==> config.mk <==
export PLATFORM = sky130hd
export DESIGN_NAME = sfs_sequencer
export DESIGN_NICKNAME = d
export VERILOG_FILES = /design/src/common/sfs_pkg.sv /design/src/common/sfs_sync_if.sv /design/src/sfs_sync.sv /design/src/sfs_sequencer.sv
export VERILOG_INCLUDE_DIRS = /design/src /design/src/common
export SDC_FILE = /design/constraint.sdc
export NUM_CORES = 1
export LEC_CHECK = 0
export ABC_AREA = 1
export BUFFER_PORTS_ARGS = -buffer_cell sky130_fd_sc_hd__buf_2
export CAP_MARGIN = 20
export CORE_MARGIN = 5
export CORE_UTILIZATION = 52
export DETAILED_ROUTE_END_ITERATION = 6
export MAX_ROUTING_LAYER = met4
export PLACE_DENSITY = 0.73
export SLEW_MARGIN = 20
export SYNTH_ARGS = -nofsm -noshare
export SYNTH_HDL_FRONTEND = slang
export SYNTH_SLANG_ARGS = --single-unit
==> constraint.sdc <==
create_clock -name clock -period 2.1 [get_ports clock]
set_input_delay 0.105 -clock clock [delete_from_list [all_inputs] [get_ports clock]]
set_output_delay 0.105 -clock clock [all_outputs]
set_load 0.01 [all_outputs]
==> src/common/sfs_params.svh <==
// constants of the stack start-up and fault sequencer
`ifndef SFS_PARAMS_SVH
`define SFS_PARAMS_SVH
// register offsets
`define SFS_ADDR_CFG1 4'h0
`define SFS_ADDR_CFG3 4'h1
`define SFS_ADDR_STATUS 4'h2
`define SFS_ADDR_STATE 4'h3
// config_reg_one fields
`define SFS_CFG1_DRAIN_BIT 0
`define SFS_CFG1_FPWM_BIT 1
`define SFS_CFG1_SPREAD_BIT 2
`define SFS_CFG1_SWEN_BIT 3
`define SFS_CFG1_RESET 8'h08
// config_reg_three fields
`define SFS_CFG3_SINGLE_BIT 0
`define SFS_CFG3_RESET 8'h00
// status fields
`define SFS_STAT_HEAT_BIT 0
`define SFS_STAT_STOP_BIT 1
// timing
`define SFS_CLK_HZ 10000000
`define SFS_INIT_US 400
`define SFS_INIT_CYC ((`SFS_INIT_US * (`SFS_CLK_HZ / 1000000)))
`define SFS_DEGLITCH_US 40
`define SFS_DEGLITCH_CYC ((`SFS_DEGLITCH_US * (`SFS_CLK_HZ / 1000000)))
`define SFS_SOFT_US 200
`define SFS_SOFT_CYC ((`SFS_SOFT_US * (`SFS_CLK_HZ / 1000000)))
// chain phase offset in degrees, fraction of a switching period
`define SFS_PHASE_DEG 140
`define SFS_PERIOD_CYC 10
`define SFS_PHASE_CYC ((`SFS_PHASE_DEG * `SFS_PERIOD_CYC) / 360)
`endif

==> src/common/sfs_pkg.sv <==
// types of the stack start-up and fault sequencer
package sfs_pkg;
	typedef enum logic [2:0] {
		SFS_INIT = 3'b000,
		SFS_STANDBY = 3'b001,
		SFS_WAIT_GO = 3'b010,
		SFS_SOFT = 3'b011,
		SFS_RUN = 3'b100,
		SFS_HOT = 3'b101
	} sfs_state_t;
endpackage : sfs_pkg

==> src/common/sfs_sync_if.sv <==
// synchronised comparator, uvlo and shared-line levels between the top and its synchroniser
`timescale 1ns/10ps
interface sfs_sync_if;
	logic over_warn;
	logic below_release_warn;
	logic over_stop;
	logic below_release_stop;
	logic out_low;
	logic out_high;
	logic uvlo;
	logic go_in;
	logic good_in;
	modport producer (output over_warn, below_release_warn, over_stop,
		below_release_stop, out_low, out_high, uvlo, go_in, good_in);
	modport consumer (input over_warn, below_release_warn, over_stop,
		below_release_stop, out_low, out_high, uvlo, go_in, good_in);
endinterface : sfs_sync_if

==> src/sfs_sync.sv <==
// two-flop synchronisers for the temperature, window, uvlo and shared-line inputs; current limit and the chain pin are not synchronised
`timescale 1ns/10ps
module sfs_sync #(
	parameter int WIDTH = 9
) (
	input wire logic clock,
	input wire logic rstn,
	input wire logic [WIDTH-1:0] raw,
	sfs_sync_if.producer sync
);
	logic [WIDTH-1:0] meta_q;
	logic [WIDTH-1:0] sync_q;

	// ****************************************
	// two stages per bit
	// ****************************************
	genvar gi;
	generate
		for (gi = 0; gi < WIDTH; gi++) begin : g_bit
			always_ff @(posedge clock or negedge rstn) begin
				if (!rstn) begin
					meta_q[gi] <= 1'b0;
					sync_q[gi] <= 1'b0;
				end else begin
					meta_q[gi] <= raw[gi];
					sync_q[gi] <= meta_q[gi];
				end
			end
		end
	endgenerate

	assign sync.over_warn = sync_q[0];
	assign sync.below_release_warn = sync_q[1];
	assign sync.over_stop = sync_q[2];
	assign sync.below_release_stop = sync_q[3];
	assign sync.out_low = sync_q[4];
	assign sync.out_high = sync_q[5];
	assign sync.uvlo = sync_q[6];
	assign sync.go_in = sync_q[7];
	assign sync.good_in = sync_q[8];
endmodule : sfs_sync

==> src/sfs_sequencer.sv <==
// stack start-up, role, clock chain and thermal fault sequencer
//
// The implementer's own choices: strobed register access and the address map.
`timescale 1ns/10ps
`include "sfs_params.svh"
module sfs_sequencer
	import sfs_pkg::*;
#(
	parameter int INIT_CYC = `SFS_INIT_CYC,
	parameter int DEGLITCH_CYC = `SFS_DEGLITCH_CYC,
	parameter int SOFT_CYC = `SFS_SOFT_CYC,
	parameter int PHASE_CYC = `SFS_PHASE_CYC
) (
	input wire logic clock,
	input wire logic rstn,
	input wire logic [3:0] reg_addr,
	input wire logic [7:0] reg_wdata,
	input wire logic reg_wr,
	input wire logic reg_rd,
	output logic [7:0] reg_rdata,
	input wire logic temp_over_warn,
	input wire logic temp_below_warn_release,
	input wire logic temp_over_stop,
	input wire logic temp_below_stop_release,
	input wire logic out_below_window,
	input wire logic out_above_window,
	input wire logic supply_uvlo,
	input wire logic current_limit,
	input wire logic chain_pin_in,
	output logic chain_pin_out,
	output logic chain_pin_oe,
	input wire logic chain_clk_in,
	input wire logic go_line_in,
	output logic go_line_out,
	output logic go_line_oe,
	input wire logic good_flag_line_in,
	output logic good_flag_line_out,
	output logic good_flag_line_oe,
	output logic loop_clamp,
	output logic loop_active,
	output logic switching_on,
	output logic discontinuous_switching,
	output logic forced_pwm,
	output logic spread_clocking,
	output logic output_drain_on,
	output logic window_enable,
	output logic serial_enable,
	output logic voltage_ramping_enable,
	output logic role_secondary
);
	// ****************************************
	// input synchronisers
	// ****************************************
	sfs_sync_if sy ();
	sfs_sync #(.WIDTH(9)) u_sync (
		.clock(clock),
		.rstn(rstn),
		.raw({good_flag_line_in, go_line_in, supply_uvlo,
			out_above_window, out_below_window, temp_below_stop_release,
			temp_over_stop, temp_below_warn_release, temp_over_warn}),
		.sync(sy)
	);

	// ****************************************
	// registers
	// ****************************************
	logic [7:0] cfg1_q;
	logic [7:0] cfg3_q;
	logic heat_q;
	logic stop_q;
	logic sec_q;
	logic pulldown_latch_q;
	logic mode_hold_latch_q;
	logic good_prev_q;
	logic [15:0] cnt_q;
	logic [15:0] dg_q;
	logic window_ok_q;
	sfs_state_t st_q;
	logic hot;
	logic stat_rd;
	logic single_mode;

	assign stat_rd = reg_rd && (reg_addr == `SFS_ADDR_STATUS);
	assign hot = (st_q == SFS_HOT);
	assign single_mode = cfg3_q[`SFS_CFG3_SINGLE_BIT];

	// serial writes ignored in secondary role
	always_ff @(posedge clock or negedge rstn) begin
		if (!rstn) begin
			cfg1_q <= `SFS_CFG1_RESET;
			cfg3_q <= `SFS_CFG3_RESET;
		end else if (reg_wr && !sec_q) begin
			if (reg_addr == `SFS_ADDR_CFG1)
				cfg1_q <= reg_wdata;
			if (reg_addr == `SFS_ADDR_CFG3)
				cfg3_q <= reg_wdata;
		end
	end

	always_ff @(posedge clock or negedge rstn) begin
		if (!rstn) begin
			reg_rdata <= 8'h00;
		end else if (reg_rd) begin
			unique case (reg_addr)
				`SFS_ADDR_CFG1: reg_rdata <= cfg1_q;
				`SFS_ADDR_CFG3: reg_rdata <= cfg3_q;
				`SFS_ADDR_STATUS: reg_rdata <= {6'h00, stop_q, heat_q};
				`SFS_ADDR_STATE: reg_rdata <= {3'h0, mode_hold_latch_q,
					sec_q, st_q};
				default: reg_rdata <= 8'h00;
			endcase
		end else begin
			reg_rdata <= 8'h00;
		end
	end

	// ****************************************
	// thermal status flags, set wins over read
	// ****************************************
	always_ff @(posedge clock or negedge rstn) begin
		if (!rstn)
			heat_q <= 1'b0;
		else if (sy.over_warn)
			heat_q <= 1'b1;
		else if (stat_rd && sy.below_release_warn)
			heat_q <= 1'b0;
	end

	always_ff @(posedge clock or negedge rstn) begin
		if (!rstn)
			stop_q <= 1'b0;
		else if (sy.over_stop)
			stop_q <= 1'b1;
		else if (stat_rd && sy.below_release_stop)
			stop_q <= 1'b0;
	end

	// ****************************************
	// start-up sequence
	// ****************************************
	always_ff @(posedge clock or negedge rstn) begin
		if (!rstn) begin
			st_q <= SFS_INIT;
			cnt_q <= 16'h0000;
		end else begin
			unique case (st_q)
				SFS_INIT: begin
					if (cnt_q == 16'(INIT_CYC - 1)) begin
						st_q <= SFS_STANDBY;
						cnt_q <= 16'h0000;
					end else begin
						cnt_q <= cnt_q + 16'h0001;
					end
				end
				SFS_STANDBY: begin
					if (sy.over_stop)
						st_q <= SFS_HOT;
					else if (cfg1_q[`SFS_CFG1_SWEN_BIT] && !sy.uvlo)
						st_q <= SFS_SOFT;
					cnt_q <= 16'h0000;
				end
				SFS_SOFT: begin
					if (sy.over_stop) begin
						st_q <= SFS_HOT;
					end else if (cnt_q == 16'(SOFT_CYC - 1)) begin
						st_q <= SFS_WAIT_GO;
						cnt_q <= 16'h0000;
					end else begin
						cnt_q <= cnt_q + 16'h0001;
					end
				end
				SFS_WAIT_GO: begin
					if (sy.over_stop)
						st_q <= SFS_HOT;
					else if (sy.go_in)
						st_q <= SFS_RUN;
				end
				SFS_RUN: begin
					if (sy.over_stop)
						st_q <= SFS_HOT;
					else if (sy.uvlo || !cfg1_q[`SFS_CFG1_SWEN_BIT]
						|| !sy.go_in)
						st_q <= SFS_STANDBY;
				end
				SFS_HOT: begin
					cnt_q <= 16'h0000;
					if (sy.below_release_stop)
						st_q <= SFS_SOFT;
				end
				default: st_q <= SFS_INIT;
			endcase
		end
	end

	// role caught after reset release from the chain pin
	always_ff @(posedge clock or negedge rstn) begin
		if (!rstn)
			sec_q <= 1'b0;
		else if (st_q == SFS_INIT && cnt_q == 16'(INIT_CYC - 1))
			sec_q <= !chain_pin_in;
	end

	// ****************************************
	// secondary latches
	// ****************************************
	always_ff @(posedge clock or negedge rstn) begin
		if (!rstn) begin
			pulldown_latch_q <= 1'b1;
			mode_hold_latch_q <= 1'b1;
			good_prev_q <= 1'b0;
		end else begin
			good_prev_q <= sy.good_in;
			if (st_q == SFS_INIT) begin
				pulldown_latch_q <= 1'b1;
				mode_hold_latch_q <= 1'b1;
			end else if (st_q == SFS_SOFT && cnt_q == 16'(SOFT_CYC - 1)) begin
				pulldown_latch_q <= 1'b0;
			end
			if (st_q != SFS_INIT && sy.good_in && !good_prev_q)
				mode_hold_latch_q <= 1'b0;
		end
	end

	// ****************************************
	// window comparator with deglitch, primary only
	// ****************************************
	always_ff @(posedge clock or negedge rstn) begin
		if (!rstn) begin
			dg_q <= 16'h0000;
			window_ok_q <= 1'b0;
		end else if (sec_q || sy.out_low || sy.out_high) begin
			dg_q <= 16'h0000;
			window_ok_q <= 1'b0;
		end else if (dg_q == 16'(DEGLITCH_CYC - 1)) begin
			window_ok_q <= 1'b1;
		end else begin
			dg_q <= dg_q + 16'h0001;
		end
	end

	// ****************************************
	// clock chain, delayed copy of the input edge
	// ****************************************
	logic [PHASE_CYC:0] chain_dly_q;
	always_ff @(posedge clock or negedge rstn) begin
		if (!rstn)
			chain_dly_q <= '0;
		else
			chain_dly_q <= {chain_dly_q[PHASE_CYC-1:0], chain_clk_in};
	end

	// pin is not driven during init so the strap can be read
	assign chain_pin_oe = (st_q != SFS_INIT);
	assign chain_pin_out = chain_dly_q[PHASE_CYC];

	// ****************************************
	// shared lines and outputs
	// ****************************************
	logic go_pull;
	logic good_pull;
	// current limit has no part in the go line
	assign go_pull = (st_q == SFS_INIT) || (st_q == SFS_SOFT)
		|| (st_q == SFS_STANDBY && sy.uvlo)
		|| (hot && !single_mode);
	assign go_line_out = 1'b0;
	assign go_line_oe = go_pull;

	assign good_pull = sec_q ? pulldown_latch_q
		: ((st_q != SFS_RUN) || !window_ok_q);
	assign good_flag_line_out = 1'b0;
	assign good_flag_line_oe = good_pull;

	assign loop_clamp = !sec_q && !sy.go_in;
	assign loop_active = !sec_q && sy.go_in;
	assign switching_on = (st_q == SFS_SOFT) || (st_q == SFS_WAIT_GO)
		|| (st_q == SFS_RUN);
	assign discontinuous_switching = sec_q && mode_hold_latch_q;
	assign forced_pwm = sec_q || cfg1_q[`SFS_CFG1_FPWM_BIT];
	assign spread_clocking = !sec_q && cfg1_q[`SFS_CFG1_SPREAD_BIT];
	assign output_drain_on = (sec_q || cfg1_q[`SFS_CFG1_DRAIN_BIT])
		&& (hot || st_q == SFS_STANDBY);
	assign window_enable = !sec_q;
	assign serial_enable = !sec_q;
	assign voltage_ramping_enable = !sec_q;
	assign role_secondary = sec_q;

	// ****************************************
	// checks
	// ****************************************
	chk_heat_set: assert property (@(posedge clock) disable iff (!rstn)
		sy.over_warn |=> heat_q) else $error("heat flag not set");
	chk_heat_hold: assert property (@(posedge clock) disable iff (!rstn)
		(heat_q && stat_rd && !sy.below_release_warn && !sy.over_warn)
		|=> heat_q) else $error("heat flag cleared early");
	chk_stop_hold: assert property (@(posedge clock) disable iff (!rstn)
		(stop_q && !sy.below_release_stop && !sy.over_stop) |=> stop_q)
		else $error("stop flag cleared early");
	chk_hot_enter: assert property (@(posedge clock) disable iff (!rstn)
		(sy.over_stop && st_q != SFS_INIT) |=> (hot && !switching_on))
		else $error("no shutdown");
	chk_hot_go: assert property (@(posedge clock) disable iff (!rstn)
		hot |-> (go_line_oe == !single_mode)) else $error("go pull");
	chk_hot_good: assert property (@(posedge clock) disable iff (!rstn)
		(hot && !sec_q) |-> good_flag_line_oe) else $error("good");
	chk_hot_exit: assert property (@(posedge clock) disable iff (!rstn)
		(hot && sy.below_release_stop) |=> (st_q == SFS_SOFT))
		else $error("no restart");
	chk_sec_drain: assert property (@(posedge clock) disable iff (!rstn)
		(sec_q && hot) |-> output_drain_on) else $error("drain");
	chk_loop_clamp: assert property (@(posedge clock) disable iff (!rstn)
		!sec_q |-> ((loop_clamp == !$past(go_line_in, 2))
		&& (loop_active == $past(go_line_in, 2))))
		else $error("loop");
	chk_dcm_edge: assert property (@(posedge clock) disable iff (!rstn)
		(st_q != SFS_INIT && $rose(sy.good_in)) |=> !mode_hold_latch_q)
		else $error("mode hold kept");
endmodule : sfs_sequencer

### Yosys cells after proc, flatten, opt, wreduce, memory -nomap -nowiden

Cells that the tools add are included.

* reduce and logical (&&, ||, !) cells: 51
* equal/unequal tests: 20
* muxes and demuxes: 30
* $add $sub $neg: 2

Operators by type and width (number)
* 16-bit 2-to-1 mux: 5
* 16-bit case mux with 3 select lines: 1
* 16-bit by 1-bit adder with 16-bit output, second input constant: 2
* 8-bit case mux with 4 select lines: 1
* 3-bit 2-to-1 mux: 10
* 3-bit case mux with 6 select lines: 1
* 16-bit by 11-bit == test with 1-bit output, second input constant: 1
* 16-bit by 12-bit == test with 1-bit output, second input constant: 1
* 16-bit by 9-bit == test with 1-bit output, second input constant: 1
* 1-bit logical AND: 16
* 1-bit logical OR: 13
* 1-bit 2-to-1 mux: 11
* 2-bit nonzero test: 5
* 3-bit by 2-bit != test with 1-bit output, second input constant: 3
* 4-bit by 2-bit == test with 1-bit output, second input constant: 2
* 1-bit zero test: 8
* 8-bit 2-to-1 mux: 1
* 3-bit by 2-bit == test with 1-bit output, second input constant: 2
* 3-bit == test, second input constant: 2
* 2-bit != test, second input constant: 3
* 2-bit AND reduction: 3
* 6-bit AND reduction: 1
* 3-bit nonzero test: 2
* 4-bit by 1-bit == test with 1-bit output, second input constant: 1
* 7 further kinds: 7

* input bits: 28
* register bits: 88

### Depth between registers and ports, before layout

Gate-level depths: netlist (run 1).

* depth after elaboration: 6
* gate-level depth with buffers: 11

### By module

Synthesis (run 1) repeated with hierarchy kept, for this count alone.

* cell total of the unflattened synthesis: 533
* area, all modules: 4254.1 sq um

Modules (own cells, without submodules)
* sfs_sequencer: seq. area each 1755.4 sq um, cells an instance 515, area an instance 3803.6 sq um, times used 1
* sfs_sync: seq. area each 450.4 sq um, cells an instance 18, area an instance 450.4 sq um, times used 1

### Least setup slack after synthesis (run 1)

Ideal clock, no wire load.

* path kind: flip-flop to flip-flop
* start point: reg dg_q[0]
* end point: reg dg_q[12]
* arrival: 1.311 ns
* slack: 0.665 ns
* period minus slack after synthesis: 1.435 ns
* stages on the path, launching flop included: 9
* path buffers: 0
* cells stage by stage: dfrtp_1 ha_1 nand2_1 nor2_1 nand2_1 nor2_2 nand2_1 o21ai_0 a21oi_1

* cells in the longest elaborated chain, start to end: 3

Ends and longest elaborated chain
* start: declaration: line sfs_sequencer.sv:76 `logic [15:0] dg_q;`
* start signal: assignment: line sfs_sequencer.sv:237 `dg_q <= dg_q + 16'h0001;`
* 16-bit by 1-bit adder with 16-bit output: line sfs_sequencer.sv:237
* 16-bit 2-to-1 mux: line sfs_sequencer.sv:234 `end else if (dg_q == 16'(DEGLITCH_CYC - 1)) begin`
* 16-bit 2-to-1 mux: line sfs_sequencer.sv:231 `end else if (sec_q || sy.out_low || sy.out_high) begin`

Parallel ways exist; a longest one is shown, timed or not. The select of a mux whose other input is x is not followed.
A chain may end at the register's enable or synchronous reset.

### Worst setup path in the final report (run 1)

* start point: reg sec_q, in the netlist role_secondary
* end point: out good_flag_line_oe

* cells in the longest elaborated chain, start to end: 1

Ends and longest elaborated chain
* start: declaration: line sfs_sequencer.sv:71 `logic sec_q;`
* start signal: assignment: line sfs_sequencer.sv:200 `sec_q <= !chain_pin_in;`
* 1-bit 2-to-1 mux: line sfs_sequencer.sv:268 `assign good_pull = sec_q ? pulldown_latch_q`
* end: declaration: line sfs_sequencer.sv:38 `output logic good_flag_line_oe,`

No other way between the ends.

==> flow_summary.json, run 1 <==
{
  "outcome": "completed",
  "gr-total-overflow": 0,
  "io_buffers": 49,
  "cts_tree": "built",
  "gp_congestion": 0.837,
  "powerDensity_mw_per_mm2": 602,
  "grt_max_degree": 89,
  "vias": 3388,
  "hold_viol": 0,
  "ys_warn_count": 0,
  "synth_most_common_cell": "nand2_1",
  "yosysSeqAreaShare": 0.535,
  "drt_wl_total_um": 8590,
  "cts.clk_slew.worst_paths_ps": 90,
  "setup_viol": 0,
  "num_antenna_cells": 0,
  "startpoint_type": "register",
  "antenna_found_initial": 0,
  "htree_levels": 3,
  "syn-mean-instance-area_um2": 8.40,
  "clock-root-buffer": "clkbuf_8",
  "arrival_ps": 1600,
  "grt_pass1_wl_um": 15300,
  "post-route-min-period_ps": 1700,
  "holdWs_ps": 10.4,
  "synth_edf_count": 0,
  "peakVddDrop_mv": 0.363,
  "dp_cells": 636,
  "die_area_mm2": 0.00981,
  "p_int_mw": 2.20,
  "fin_crit_sh": 0.811,
  "yosys-top-cells-count": "119 x nand2_1, 85 x dfrtp_1, 73 x inv_1, 50 x nor2_1, 34 x o21ai_0",
  "syn_area_mm2": 0.00412,
  "tns_ps": 0,
  "p_clk_frac": 0.357,
  "nets": 590,
  "yosys.area.top_type": "dfrtp_1",
  "drive_gt1_frac": 0.172,
  "hold_class": "primary input to register",
  "cts_setup_buffers": 0,
  "avgRoutedWirePerCell_um": 12.9,
  "dr.pass1.iters": 4,
  "drc": 0,
  "chipWidth_um": 99.1,
  "io_pins": 53,
  "clk-insertion-delay-late_ps": 360,
  "fin_skew_ps": 16.1,
  "cap_violations": 0,
  "p_leak_nw": 2.43,
  "post_dp_cell_area_mm2": 0.00447,
  "cts_buffer_depth": 2,
  "cts_buffers": 9,
  "start_util": 0.534,
  "syn_inst": 491,
  "swShare": 0.235,
  "syn_to_final_growth_pct": 16.0,
  "fin_area_mm2": 0.00478,
  "p_sw_uw": 676,
  "detail_route.iter0.violations": 222,
  "num-fill-cells": 652,
  "hpwlAfterDp_um": 6110,
  "seqPwrFrac": 0.602,
  "drtAntennaViolNets": 0,
  "grtUsageTotal": 0.199,
  "slew_viol_final": 0,
  "path_max_fanout": 8,
  "crit_path_end_kind": "output pin",
  "synthDominantCellAreaShare": 0.516,
  "max_freq_mhz": 587,
  "core_area_mm2": 0.00773,
  "stdcell_count": 667,
  "placementRows": 32,
  "yosys-top-cells-area": "dfrtp_1 52%, nand2_1 11%, inv_1 6.6%",
  "via_per_inst": 5.08,
  "ys.flop_type": "dfrtp_1",
  "grt_setup_unrepaired": "false",
  "combPwrFrac": 0.041,
  "cts.sinks": 88,
  "synth-async-reset-ratio": 1.00,
  "required_ps": 2000,
  "critPathKind": "register to output pin",
  "grt_pass1_vias": 3316,
  "synth-seq-cells": 88,
  "synth.distinct_cells": 42,
  "die_h_um": 99.1,
  "fin_util": 0.619
}
## worst paths after layout
path,startpoint,end,slack (ps),cells past startpoint
max,role_secondary,good_flag_line_oe,400,5
min,reg_wdata[3],cfg1_q[3],10,3
max reg2reg,dg_q[0],dg_q[12],420,8
min reg2reg,u_sync.meta_q[1],u_sync.sync.below_release_warn,340,0
max in group asynchronous,rstn,cnt_q[5],1400,3
min in group asynchronous,rstn,reg_rdata[6],280,3
## state kept, by name, summed over array words and instances, names as in the netlist, 3 cells and up
signal         cells
u_sync.meta_q      9
cfg3_q             8
cfg1_q             8
chain_dly_q        4
st_q               3
cnt_q             16
dg_q              16
reg_rdata          8
## routing by layer
layer	wire length, µm	share of wire	up-vias	GRT usage
li1	-	-	1685	-
met1	3990	0.46	1594	0.268
met2	4010	0.47	100	0.296
met3	481	0.056	9	0.0425
met4	104	0.012	0	0.0735
met5	0	0	-	-
## cells by family (layout without fill, tap and decap cells)
logic type | Yosys count | in the layout | share of synthesized area
flip-flops | 88 | 88 | 0.535
XOR/XNOR | 2 | 2 | 0.00425
adder cells (fa/ha/maj) | 2 | 2 | 0.00607
AO/OA/AOI/OAI | 68 | 68 | 0.0916
AND/OR/NAND/NOR | 243 | 243 | 0.274
other | 1 | 2 | 0.000909
buffers and inverters | 87 | 160 | 0.0880
## layout by cell type, fill, tap and decap left out, types with 2 or more instances in the layout
cell type and count:
ha_1 2, a211oi_1 2, nand2_1 119, nor2_1 50
conb_1 2, xor2_1 2, a21oi_1 19, buf_4 3
nand2_2 5, nor4_1 2, nand3_1 32, clkinv_2 2
dfrtp_1 85, nand2_4 2, a21o_1 2, clkinvlp_4 2
dlygate4sd3_1 15, clkbuf_1 2, dfstp_2 3, inv_1 73
nand3_2 2, nand4_1 9, nor3_2 2, buf_2 48
nor2_2 4, nand3_4 3, o22ai_1 3, o21ai_0 34
clkbuf_8 9, nor3_1 8, inv_2 3
## stage by stage
step / setup WS [ps] / power [mW]
floorplan: 665 / 1.79
global placement: 495 / 1.86
detailed placement: 439 / 1.86
CTS: 336 / 2.91
global route: 251 / 3.00
finish: 397 / 2.88
## critical path, stage by stage (launching register included)
cell and delay (ps):
dfrtp_1 400, buf_4 190, inv_1 230, o21ai_0 130, o21ai_0 120, buf_2 180
## final cells by class
type	count	area (µm²)	share of cell area
sequential	88	2210	0.461
multi-input combinational	317	1560	0.326
timing repair buffer	67	433	0.0905
inverter	77	292	0.0610
clock buffer	11	131	0.0275
tap	102	128	0.0267
clock inverter	5	33.8	0.00706
## power groups by stage
stage	clock (mW)	sequential, mW	combinational (mW)
after floorplan	0	1.76	0.0268
after global placement	0	1.76	0.0982
after detailed placement	0	1.77	0.0993
after CTS	1.05	1.73	0.121
after global routing	1.13	1.74	0.137
final	1.03	1.73	0.119
## repair_timing
item / 4_1_cts / 5_1_grt
setup endpoints to repair: 0 / 0
resized for setup: 0 / 0
hold buffers: 15 / 0
endpoints found under the hold margin: 101 / 0
Power figures use the tool's default switching activity.
==> run 2, diff against run 1 <==
PLACE_DENSITY = 0.76   (was 0.73)
clock period = 1.4 ns   (was 2.1 ns; I/O delays follow)
==> run 2 against run 1 <==
Against the previous run: the run now ends with setup timing left; global-route usage up 3.3 points; die area unchanged; cell area up 26%; utilization up 16 points; hold slack better by 94 ps; clock-buffer cell count unchanged; sequential power up 50%; setup slack worse by 630 ps; total power up 62%; first-iteration DRC count up 91%; flip-flop and latch count unchanged; largest cell class unchanged; highest routed layer unchanged.
==> flow_summary.json, run 2 (synthesis results as in run 1) <==
{
  "top_regs": "cnt_q: 16 flops, dg_q: 16 flops, u_sync.meta_q: 9 flops",
  "cts_tree": "built",
  "layout_common_cells": "99 x nand2_1, 80 x dfrtp_1, 66 x inv_1, 58 x buf_4, 45 x buf_2",
  "die_h_um": 99.1,
  "p_sw_mw": 1.10,
  "layout_commonest_cell": "nand2_1",
  "drc": 0,
  "nets": 675,
  "max_freq_mhz": 613,
  "path_max_fanout": 11,
  "io_pins": 53,
  "powerDensity_mw_per_mm2": 776,
  "p_leak_nw": 3.05,
  "via_per_inst": 5.46,
  "critPathLaunch": "st_q[0]",
  "swShare": 0.236,
  "drtAntennaViolNets": 0,
  "avgRoutedWirePerCell_um": 16.9,
  "grtUsageTotal": 0.232,
  "peakVddDrop_mv": 0.791,
  "cap_violations": 0,
  "multiInputGateArea_mm2": 0.00196,
  "startpoint_type": "register",
  "seqPwrFrac": 0.557,
  "antenna_found_initial": 0,
  "chipWidth_um": 99.1,
  "final.setup.worst_slack_ps": -231,
  "hold_viol": 0,
  "holdWs_ps": 104,
  "io_buffers": 49,
  "fin_area_mm2": 0.00602,
  "r2r_slack_ps": -230,
  "drt_wl_total_um": 12700,
  "start_util": 0.534,
  "outcome": "complete, but fails checks",
  "combPwrFrac": 0.045,
  "r2r_end": "cnt_q[10]",
  "setup_viol": 28,
  "post_dp_cell_area_mm2": 0.00486,
  "place_ws_ps": -97.7,
  "syn_to_final_growth_pct": 46.1,
  "cts.clk_slew.worst_paths_ps": 90,
  "hold_class": "primary input to register",
  "grt_setup_unrepaired": "true",
  "grt_pass1_wl_um": 17700,
  "critPathKind": "register to register",
  "required_ps": 1650,
  "clk-insertion-delay-late_ps": 370,
  "p_int_mw": 3.57,
  "crit_path_end_kind": "register",
  "num-fill-cells": 438,
  "fin_crit_sh": 1.17,
  "gp_congestion": 0.919,
  "vias": 4108,
  "power_mw": 4.67,
  "cp-endpoint": "cnt_q[10]",
  "slew_viol_final": 0,
  "r2r_cells": 9,
  "grt_max_degree": 34,
  "post-route-min-period_ps": 1630,
  "critPathMaxStageDelay_ps": 460,
  "violations": "setup timing",
  "cts_buffer_depth": 2,
  "placementRows": 32,
  "slowest_stage": "dfrtp_2",
  "cts.sinks": 88,
  "grt_pass1_vias": 3855,
  "cts_buffers": 9,
  "core_area_mm2": 0.00773,
  "fin_skew_ps": 17.2,
  "clock-root-buffer": "clkbuf_8",
  "gr-total-overflow": 0,
  "die_area_mm2": 0.00981,
  "hpwlAfterDp_um": 7010,
  "cp_cell_sequence": "inv_4 > buf_6 > nor2_8 > nand2_4 > nand3_4 > buf_12 > nand2_1 > xor2_1 > nor2_1",
  "num_antenna_cells": 0,
  "htree_levels": 3,
  "p_clk_frac": 0.398,
  "dr.pass1.iters": 6,
  "r2r-start": "st_q[0]",
  "arrival_ps": 1880,
  "drive_gt1_frac": 0.389,
  "seqCellArea_mm2": 0.00221,
  "detail_route.iter0.violations": 423
}
[run 2: worst min-delay path by stage]
stage          slack (ps)        start  cells after the start        endpoint
6_report              100  reg_addr[1]                      5    reg_rdata[4]
5_1_grt               150  reg_addr[1]                      5    reg_rdata[4]
4_1_cts               100  reg_addr[1]                      5    reg_rdata[4]
3_5_place_dp           20         rstn                      1  chain_dly_q[0]
3_3_place_gp           20         rstn                      1  chain_dly_q[0]
2_1_floorplan        -230         rstn                      0       cfg1_q[0]
[run 2: final cells by class]
class / instances / area share
Inverter: 77 / 0.0507
Tap cell: 102 / 0.0212
Clock inverter: 5 / 0.0106
Multi-Input combinational cell: 318 / 0.326
Timing Repair Buffer: 151 / 0.201
Sequential cell: 88 / 0.367
Clock buffer: 11 / 0.0235
[run 2: critical path: cells and delay by family, from the launching register on]
kind	cells	cell delay, ps
xor+xnor	1	210
buf+inv	3	430
flops	1	460
simple gates	5	410
[run 2: layer usage]
metal,track usage,vias up,share of wire
li1,-,1864,-
met1,0.292,1952,0.38
met2,0.374,236,0.51
met3,0.0347,56,0.074
met4,0.0977,0,0.040
met5,-,-,0
[run 2: repair_timing]
action | 4_1_cts | 5_1_grt
cloned | 1 | 0
endpoints found under the setup margin | 30 | 36
buffers inserted | 18 | 11
resized for setup | 48 | 92
hold endpoints to repair | 93 | 0
pin swaps | 21 | 35
hold buffers | 21 | 0
[run 2: stage by stage]
stage,std cells,util,TNS (ps)
after floorplan,492,-,0
after global placement,686,0.629,-157
after detailed placement,686,0.629,-637
after CTS,742,0.723,-1250
after global routing,752,0.780,-5890
final,752,0.780,-3250
[run 2: power groups by stage]
stage          combinational [mW]  sequential [mW]  clock (mW)
5_1_grt                     0.237             2.60        1.98
4_1_cts                     0.208             2.60        1.85
3_5_place_dp                0.163             2.65           0
2_1_floorplan              0.0402             2.64           0
3_3_place_gp                0.157             2.65           0
6_report                    0.211             2.60        1.86
==> run 3, diff against run 2 <==
CELL_PAD_IN_SITES_DETAIL_PLACEMENT = 0   (was default)
CELL_PAD_IN_SITES_GLOBAL_PLACEMENT = 1   (was default)
CORE_UTILIZATION = 39   (was 52)
PLACE_DENSITY = default   (was 0.76)
PLACE_DENSITY_LB_ADDON = 0.1   (was default)
==> run 3 against run 2 <==
Against the previous run: the flow still finishes with violations (setup timing); via count down 9.2%; register-to-register slack better by 110 ps; fmax increased by 7.0%; largest power group unchanged; first-iteration DRC count is 47% lower; hold slack gained 31 ps; sequential share of layout area fell by 1.2 points; critical path type unchanged.
==> flow_summary.json, run 3 (synthesis results as in run 1) <==
{
  "hpwlAfterDp_um": 7170,
  "start_util": 0.399,
  "grtUsageTotal": 0.176,
  "hold_viol": 0,
  "crit_path_end_kind": "register",
  "dr.pass1.iters": 4,
  "post-route-min-period_ps": 1520,
  "drive_gt1_frac": 0.403,
  "antenna_found_initial": 0,
  "final.setup.worst_slack_ps": -125,
  "fin_util": 0.604,
  "path_max_fanout": 6,
  "placementRows": 37,
  "powerDensity_mw_per_mm2": 733,
  "clock-root-buffer": "clkbuf_8",
  "chipWidth_um": 113,
  "grt_setup_unrepaired": "true",
  "peakVddDrop_mv": 0.670,
  "critPathKind": "register to register",
  "timing.critical_path.buf_inv": 1,
  "cts_tree": "built",
  "cts.clk_slew.worst_paths_ps": 90,
  "required_ps": 1660,
  "grt_pass1_vias": 3630,
  "violations": "setup timing",
  "drtAntennaViolNets": 0,
  "io_buffers": 49,
  "io_pins": 53,
  "drc": 0,
  "cp_common_cell": "nand3_4",
  "startpoint_type": "register",
  "htree_levels": 3,
  "syn_to_final_growth_pct": 51.1,
  "cts.sinks": 88,
  "gp_congestion": 0.871,
  "whs_path_depth": 5,
  "drt_wl_total_um": 10800,
  "num_antenna_cells": 0,
  "via_per_inst": 4.66,
  "p_leak_nw": 3.11,
  "arrival_ps": 1790,
  "die_area_mm2": 0.0127,
  "cp.depth": 8,
  "fin_crit_sh": 1.09,
  "outcome": "complete, but fails checks",
  "layout_common_cells": "100 x nand2_1, 81 x dfrtp_1, 70 x buf_4, 65 x inv_1, 46 x buf_2",
  "avgRoutedWirePerCell_um": 13.5,
  "slowest_stage": "dfrtp_1",
  "nets": 690,
  "gr-total-overflow": 0,
  "detail_route.iter0.violations": 226,
  "top_regs": "cnt_q: 16 flops, dg_q: 16 flops, u_sync.meta_q: 9 flops",
  "vias": 3732,
  "cap_violations": 0,
  "cp_cell_sequence": "ha_4 > nand3_4 > nor2_4 > nand3_2 > nand2_4 > nand3_4 > inv_6 > nor2_1",
  "tns_ps": -1830,
  "die_h_um": 113,
  "layout_commonest_cell": "nand2_1",
  "cts_buffer_depth": 2,
  "cp_top_family": "simple AND/OR/NAND/NOR gates",
  "cts_buffers": 9,
  "clk-insertion-delay-late_ps": 370,
  "grt_max_degree": 89,
  "setup_viol": 23,
  "max_freq_mhz": 656,
  "grt_pass1_wl_um": 17500,
  "critPathMaxStageDelay_ps": 400,
  "core_area_mm2": 0.0103,
  "r2r_cells": 8,
  "hold_class": "primary input to register",
  "slew_viol_final": 0,
  "fin_skew_ps": 13.8
}
## run 3: tightest hold or removal path, cell delays in order
cell	delay, ps
buf_2	120
nand4_1	100
nand3_1	80
nand2_1	50
inv_1	30
## run 3: per-stage QoR
stage	total power, mW	hold slack, ps	std cells	cell area, µm²	setup WS, ps
after floorplan	2.68	-226	492	4140	15.5
after global routing	4.77	126	801	6230	-223
after detailed placement	2.81	164	730	4980	-129
after CTS	4.64	129	787	5800	-165
final	4.57	135	801	6230	-125
after global placement	2.81	146	730	4980	-90.2
## run 3: area by class of cell
type                    instances  area (µm²)
clock inverters                 6        67.6
well taps                     136         170
flip-flops and latches         88        2210
multi-input cells             318        2020
fillers                       902        4090
repair buffers                166        1320
clock buffers                  10         128
inverters                      77         312
## run 3: path summary, 6_finish.rpt
| check | slack (ps) | endpoint | startpoint |
|---|---|---|---|
| min reg2reg | 350 | u_sync.sync.over_stop | u_sync.meta_q[2] |
| min | 140 | reg_rdata[4] | reg_addr[1] |
| max reg2reg | -120 | cnt_q[2] | cnt_q[0] |
| max in group asynchronous | 750 | cfg1_q[3] | rstn |
| min in group asynchronous | 300 | cfg1_q[7] | rstn |
| max | -120 | cnt_q[2] | cnt_q[0] |
## run 3: layer usage
metal / global-route usage / wire [µm] / up-vias
li1: - / - / 1898
met1: 0.220 / 4830 / 1771
met2: 0.291 / 5360 / 52
met3: 0.0396 / 452 / 11
met4: 0.0441 / 140 / 0
met5: - / 0 / -
## run 3: power breakdown
part	leakage [nW]	internal [mW]	switching [mW]
Sequential	1.13	2.58	0.0185
Clock	0.0933	0.835	0.933
Combinational	1.89	0.0908	0.111
## run 3: repair_timing
item,in CTS,in global routing
hold endpoints to repair,115,0
setup endpoints to repair,36,43
gates cloned,2,0
setup buffers,18,15
hold buffers,21,0
pin swaps,24,33
resized for setup,73,87
